`src/rtl/csc_pkg.sv`:
```
// Constants and types for the configuration store control block
// Functional notes
// - Select pin low: reload bit reloads stored settings
// - Reload bit clears itself after the reset
// - Unlock bit zero refuses every store write
// - Unlock bit one allows store writes
// - Writing one to bit 0 starts save
// - Save bit stays one during copy, then clears
// - Busy flag reads one during any transfer
// - Error flag reads one on bad transfer data
package csc_pkg;
  // ----------------------------------------------------------------
  // Register map
  // ----------------------------------------------------------------
  localparam logic [11:0] CSC_ADDR_BUSY   = 12'hb00;
  localparam logic [11:0] CSC_ADDR_ERROR  = 12'hb01;
  localparam logic [11:0] CSC_ADDR_CTRL   = 12'hb02;
  localparam logic [11:0] CSC_ADDR_SAVE   = 12'hb03;
  localparam int          CSC_BIT_UNLOCK  = 0;
  localparam int          CSC_BIT_RELOAD  = 1;
  localparam int          CSC_BIT_SAVE    = 0;
  localparam int          CSC_BIT_FLAG    = 0;
  localparam logic [7:0]  CSC_CTRL_RESET  = 8'h00;
  localparam logic [7:0]  CSC_SAVE_RESET  = 8'h00;
  // ----------------------------------------------------------------
  // Timing
  // ----------------------------------------------------------------
  localparam int CSC_CLK_MHZ     = 200;
  localparam int CSC_GAP_US      = 10;
  localparam int CSC_GAP_CYCLES  = CSC_GAP_US * CSC_CLK_MHZ;
  // ----------------------------------------------------------------
  // Sequencer states
  // ----------------------------------------------------------------
  typedef enum logic [3:0] {
    CSC_IDLE = 4'b0001,
    CSC_SAVE = 4'b0010,
    CSC_LOAD = 4'b0100,
    CSC_DONE = 4'b1000
  } csc_state_t;
endpackage

```
`src/rtl/csc_config_store_control.sv`:
```
// Sequencer and registers for nonvolatile configuration store control
`timescale 1ns/100ps
module csc_config_store_control
  import csc_pkg::*;
#(
  parameter int GAP_CYCLES = CSC_GAP_CYCLES
) (
  // Clock and reset
  input  wire logic        clk_sys_i,
  input  wire logic        rst_i,
  // Store select pin, asynchronous
  input  wire logic        store_sel_n_i,
  // Register port
  input  wire logic        reg_wr_i,
  input  wire logic        reg_rd_i,
  input  wire logic [11:0] reg_addr_i,
  input  wire logic [7:0]  reg_wdata_i,
  output logic      [7:0]  reg_rdata_o,
  // Store engine handshake
  output logic             store_save_o,
  output logic             store_load_o,
  output logic             store_wr_en_o,
  input  wire logic        store_done_i,
  input  wire logic        store_err_i,
  // Device reset request
  output logic             soft_reset_o
);
  // ----------------------------------------------------------------
  // Elaboration checks
  // ----------------------------------------------------------------
  // The gap counter is 16 bits wide and must count at least one cycle
  if (GAP_CYCLES < 1 || GAP_CYCLES > 65535) begin : gen_gap_chk
    $error("GAP_CYCLES out of range");
  end

  // ----------------------------------------------------------------
  // State
  // ----------------------------------------------------------------
  typedef struct packed {
    logic        sel_m;
    logic        sel_s;
    logic        unlock;
    logic        reload;
    logic        save;
    logic        busy;
    logic        err;
    logic [15:0] gap;
    logic        pend_save;
    logic        pend_load;
    csc_state_t  st;
    logic [7:0]  rdata;
    logic        save_p;
    logic        load_p;
    logic        rst_p;
    logic        was_load;
  } csc_regs_t;

  // Field roles:
  //   sel_m, sel_s : two-stage synchroniser for the store select pin
  //   unlock       : store write permission, mirrored on store_wr_en_o
  //   reload       : self-clearing reload request bit
  //   save         : self-clearing save trigger bit
  //   busy, err    : read-only transfer status flags
  //   gap          : cycles left before the next transfer may start
  //   pend_save    : save request waiting for the sequencer
  //   pend_load    : reload request waiting for the sequencer
  //   was_load     : the running transfer is a load, not a save
  //   save_p,
  //   load_p,
  //   rst_p        : one-cycle pulses towards the store engine and device

  csc_regs_t cur_ff;
  csc_regs_t nxt_cur;

  // Widen a flag bit to a byte, flag in bit 0
  function automatic logic [7:0] csc_flag(input logic b);
    csc_flag = {7'h00, b};
  endfunction

  // ----------------------------------------------------------------
  // Next state
  // ----------------------------------------------------------------
  // Register writes are applied first and the sequencer second, so a
  // request that lands in the same cycle as a completion is not lost:
  // the completion only clears a bit when no new request came with it.
  // The pin is only ever read through the second synchroniser stage.
  // Only one transfer runs at a time; a request that arrives while the
  // engine is busy, or inside the post-transfer gap, waits as pending.
  always_comb begin
    nxt_cur        = cur_ff;
    nxt_cur.sel_m  = store_sel_n_i;
    nxt_cur.sel_s  = cur_ff.sel_m;
    nxt_cur.save_p = 1'b0;
    nxt_cur.load_p = 1'b0;
    nxt_cur.rst_p  = 1'b0;
    if (cur_ff.gap != 16'h0000) begin
      nxt_cur.gap = cur_ff.gap - 16'h0001;
    end
    // Register writes
    if (reg_wr_i) begin
      case (reg_addr_i)
        CSC_ADDR_CTRL: begin
          nxt_cur.unlock = reg_wdata_i[CSC_BIT_UNLOCK];
          if (reg_wdata_i[CSC_BIT_RELOAD] && !cur_ff.sel_s) begin
            nxt_cur.reload    = 1'b1;
            nxt_cur.pend_load = 1'b1;
          end
        end
        CSC_ADDR_SAVE: begin
          if (reg_wdata_i[CSC_BIT_SAVE]) begin
            nxt_cur.save      = 1'b1;
            nxt_cur.pend_save = 1'b1;
          end
        end
        default: begin
        end
      endcase
    end
    // Transfer sequencer
    case (cur_ff.st)
      CSC_IDLE: begin
        if (cur_ff.pend_save) begin
          nxt_cur.pend_save = 1'b0;
          if (!cur_ff.unlock) begin
            nxt_cur.save = 1'b0;
          end else if (cur_ff.gap == 16'h0000) begin
            nxt_cur.save_p   = 1'b1;
            nxt_cur.busy     = 1'b1;
            nxt_cur.err      = 1'b0;
            nxt_cur.was_load = 1'b0;
            nxt_cur.st       = CSC_SAVE;
          end else begin
            nxt_cur.pend_save = 1'b1;
          end
        end else if (cur_ff.pend_load && cur_ff.gap == 16'h0000) begin
          nxt_cur.pend_load = 1'b0;
          nxt_cur.load_p    = 1'b1;
          nxt_cur.busy      = 1'b1;
          nxt_cur.err       = 1'b0;
          nxt_cur.was_load  = 1'b1;
          nxt_cur.st        = CSC_LOAD;
        end
      end
      CSC_SAVE, CSC_LOAD: begin
        if (store_done_i) begin
          nxt_cur.err = store_err_i;
          nxt_cur.st  = CSC_DONE;
        end
      end
      CSC_DONE: begin
        // A save finished: clear its bit unless a new save was written
        if (!cur_ff.was_load && cur_ff.save && !nxt_cur.pend_save) begin
          nxt_cur.save = 1'b0;
        end
        // A reload finished: reset the device, keep a fresh request
        if (cur_ff.was_load && cur_ff.reload) begin
          nxt_cur.rst_p = 1'b1;
          if (!nxt_cur.pend_load) begin
            nxt_cur.reload = 1'b0;
          end
        end
        nxt_cur.busy = 1'b0;
        nxt_cur.gap  = 16'(GAP_CYCLES);
        nxt_cur.st   = CSC_IDLE;
      end
      default: begin
        nxt_cur.st = CSC_IDLE;
      end
    endcase
    // Read data
    nxt_cur.rdata = 8'h00;
    if (reg_rd_i) begin
      case (reg_addr_i)
        CSC_ADDR_BUSY:  nxt_cur.rdata = csc_flag(cur_ff.busy);
        CSC_ADDR_ERROR: nxt_cur.rdata = csc_flag(cur_ff.err);
        CSC_ADDR_CTRL:  nxt_cur.rdata = {6'h00, cur_ff.reload, cur_ff.unlock};
        CSC_ADDR_SAVE:  nxt_cur.rdata = csc_flag(cur_ff.save);
        default:        nxt_cur.rdata = 8'h00;
      endcase
    end
  end

  // ----------------------------------------------------------------
  // Registers
  // ----------------------------------------------------------------
  // Reset puts every field to zero and the sequencer to idle; the
  // unlock bit therefore comes up locked and the store is protected.
  always_ff @(posedge clk_sys_i or posedge rst_i) begin
    if (rst_i) begin
      cur_ff    <= '0;
      cur_ff.st <= CSC_IDLE;
    end else begin
      cur_ff <= nxt_cur;
    end
  end

  // ----------------------------------------------------------------
  // Outputs
  // ----------------------------------------------------------------
  // Outputs straight from flops; pulses last exactly one cycle
  assign reg_rdata_o   = cur_ff.rdata;
  assign store_save_o  = cur_ff.save_p;
  assign store_load_o  = cur_ff.load_p;
  assign store_wr_en_o = cur_ff.unlock;
  assign soft_reset_o  = cur_ff.rst_p;
endmodule

```
`config.mk`:
```
export PLATFORM = sky130hd
export DESIGN_NAME = csc_config_store_control
export DESIGN_NICKNAME = d
export VERILOG_FILES = /design/src/rtl/csc_pkg.sv /design/src/rtl/csc_config_store_control.sv
export SDC_FILE = /design/constraint.sdc
export NUM_CORES = 1
export LEC_CHECK = 0
export ABC_AREA = 1
export BUFFER_PORTS_ARGS = -buffer_cell sky130_fd_sc_hd__buf_4
export CAP_MARGIN = 20
export CORE_MARGIN = 2
export CORE_UTILIZATION = 40
export DETAILED_ROUTE_END_ITERATION = 16
export HOLD_SLACK_MARGIN = 0.05
export PLACE_DENSITY = 0.59
export SYNTH_ARGS = -nofsm -noshare
export SYNTH_HDL_FRONTEND = slang
export SYNTH_SLANG_ARGS = --single-unit
```
`constraint.sdc`:
```
create_clock -name clk_sys_i -period 2.6 [get_ports clk_sys_i]
set_input_delay 0.78 -clock clk_sys_i [delete_from_list [all_inputs] [get_ports clk_sys_i]]
set_output_delay 0.78 -clock clk_sys_i [all_outputs]
set_load 0.05 [all_outputs]
```
==> results.toml <==
[worst_setup_path]
path_cells = "nor2_1 > nand2_1 > inv_2 > nor2_2 > nand2_1 > o21ai_1"
worst_ep_required_time_ns = 2.82
path_class = "flop to flop"
r2r-end = "cur_ff[18]"
reg2reg_depth = 6
cp_max_fo = 13
cpPeakStageDelay_ns = 0.56
r2r-start = "cur_ff[12]"
cp_data_arrival_time_ns = 1.93
startpoint_type = "flop"
r2r_slack_ns = 0.89
crit_path_end_kind = "flop"
worst_path_most_repeated_cell = "nand2_1"
cp_slowest_cell = "dfstp_2"

[floorplan]
dieHeight_um = 75.28
die_w_um = 75.28
coreArea_um2 = 4817
ioPinCount = 39
die-area_um2 = 5666
rows = 25
initial_core_util_pct = 42.18

[synth]
yosysTopAreaCell = "dfrtp_1"
yosysSeqAreaShare_pct = 43.17
ys_warn_count = 0
synth_common_cells = "nand2_1 (55), inv_1 (39), dfrtp_1 (34)"
ys_top_cells_by_area = "dfrtp_1 (42%), nand2_1 (10%), inv_1 (7.2%), nor2_1 (5.7%), buf_4 (3.0%)"
synth.distinct_cells = 36
synth_flop_cell = "dfrtp_1"
synth_most_common_cell = "nand2_1"
synth-edff-count = 0
netlist_area_um2 = 2032
async_flop_share_pct = 100.0
postSynthAreaPerCell_um2 = 7.906
synthDominantCellAreaShare_pct = 41.87
synth-seq-cells = 35
syn-instance-count = 257

[worst_hold_path]
min_path_type = "flop to flop"
hold_depth = 0
whs_endpoint = "cur_ff[39]"
hold_start = "cur_ff[40]"

[clock_tree]
cts_tree = "done"
cts.clk_slew.worst_paths_ns = 0.07
post_cts_resize_count = 0
clk_latency_ns = 0.29
clk_path_buf_depth = 2
cts_root_buffer = "clkbuf_8"
cts_buffers = 5
cts_sinks = 35
hold_buffers = 0
h-tree-depth = 2
post-cts-setup-buffers = 0

[sta]
drv_slew = 0
layout_min_cycle_time_ns = 1.714
hold_ws_ns = 0.3532
rsz0062_at_grt = "no"
skew_ns = 0.006353
setup_violations = 0
period_share_pct = 65.93
fmax_ghz = 0.5834
tns_ns = 0
final_hold_viol_count = 0

[global_routing]
grt_first_pass_wirelength_um = 6706
grt_pass1_vias = 1505
grtUsageTotal_pct = 16.09
grt_max_degree = 36
globalRouteOverflowTotal = 0
antenna_found_initial = 0

[placed_design]
gp_congestion = 0.8143
post-dp-hpwl_um = 3086
io_buffer_count = 26
postPlaceCellArea_um2 = 2272
dp_cells = 347

[layout]
final_cells = 355
nets = 316
design_area_um2 = 2352
diodes = 0
drive_gt1_share_pct = 21.88
fill_cells = 518
seq_area_um2 = 877.1
syn_to_final_growth_pct = 15.76
multi_input_area_um2 = 947.2

[routing]
routedWlPerCell_um = 11.29
vias = 1616
drcViolationCount = 0
initialDrtViolationCount = 78
routed_via_density = 4.552
ant_nets = 0
finalWirelength_um = 4009
drtPass1Iterations = 4

[run_status]
status = "finished, final reports clean"

[power]
leakage_nw = 1.228
ir_drop_mv = 0.3323
power.density_nw_per_um2 = 674.8

[job]
drv_cap = 0
[cell families after synthesis]
group / share of synthesized area (%)
AO/OA/AOI/OAI: 8.436
XOR/XNOR: 2.586
adder cells (fa/ha/maj): 1.231
buffers and inverters: 11.14
flip-flops: 43.17
other: 0.1846
AND/OR/NAND/NOR: 33.25
[worst max-delay path, delay by kind of cell, from the launching register on]
| kind | cells | cell delay, ns |
|---|---|---|
| and+or+nand+nor | 4 | 0.78 |
| AOI/OAI and AO/OA | 1 | 0.08 |
| DFF | 1 | 0.56 |
| buffers and inverters | 1 | 0.22 |
[sequential cells by signal, summed over array words and instances (netlist names)]
| signal | count |
|---|---|
| cur_ff | 29 |
| reg_rdata_o | 2 |
| soft_reset_o | 1 |
| store_load_o | 1 |
| store_save_o | 1 |
| store_wr_en_o | 1 |
[layout by cell type (no fill, tap or decap), types with 2 or more instances in the layout]
cell | synthesis | final
a21oi_1 | 8 | 8
buf_4 | 8 | 27
clkbuf_1 | 0 | 3
clkbuf_8 | 0 | 5
conb_1 | 1 | 6
dfrtp_1 | 34 | 34
ha_1 | 2 | 2
inv_1 | 39 | 39
inv_2 | 4 | 4
nand2_1 | 55 | 55
nand2_2 | 5 | 5
nand3_1 | 2 | 2
nand3_4 | 2 | 2
nand3b_1 | 2 | 2
nand4_1 | 8 | 8
nor2_1 | 31 | 31
nor2_2 | 9 | 9
nor2_4 | 3 | 3
nor3_1 | 10 | 10
o211ai_1 | 2 | 2
o21ai_0 | 9 | 9
o21ai_1 | 3 | 3
xor2_1 | 5 | 5
[worst max-delay path by stage]
stage                              from    endpoint  slack, ns  depth (start not counted)
after global routing         cur_ff[12]  cur_ff[18]       0.69                          6
after global placement    reg_addr_i[7]  cur_ff[16]       0.73                          8
after floorplan           reg_addr_i[7]  cur_ff[16]       0.99                          7
final                        cur_ff[12]  cur_ff[18]       0.89                          6
after CTS                    cur_ff[12]  cur_ff[18]       0.84                          6
after detailed placement  reg_addr_i[7]  cur_ff[16]       0.72                          8
[layout make-up]
type / instances / area share, %
inverters: 43 / 6.862
flip-flops and latches: 35 / 37.29
multi-input cells: 175 / 40.27
clock buffers: 8 / 3.404
repair buffers: 27 / 8.617
well taps: 67 / 3.564
[report_power, final]
part	leakage [nW]	internal, mW	switching (mW)	total [mW]
logic	0.760	0.173	0.275	0.448
clock network	0.0395	0.190	0.191	0.381
registers	0.428	0.650	0.108	0.758
[through the flow]
| stage | setup slack [ns] | util, % | total power [mW] |
|---|---|---|---|
| 6_report | 0.8859 | 48.83 | 1.587 |
| 5_1_grt | 0.6880 | 48.83 | 1.715 |
| 4_1_cts | 0.8394 | 48.83 | 1.608 |
| 3_5_place_dp | 0.7176 | 47.17 | 1.219 |
| 3_3_place_gp | 0.7338 | 47.17 | 1.213 |
| 2_1_floorplan | 0.9942 | - | 1.119 |
[metal layers]
| layer | GRT usage [%] | routed length, um | vias up |
|---|---|---|---|
| met5 | 0 | 0 | - |
| met4 | 5.263 | 50 | 0 |
| met3 | 6.426 | 130 | 6 |
| met2 | 26.02 | 1956 | 14 |
| met1 | 19.73 | 1872 | 745 |
| li1 | - | - | 851 |
No activity file was read; power rests on OpenSTA's default activity.
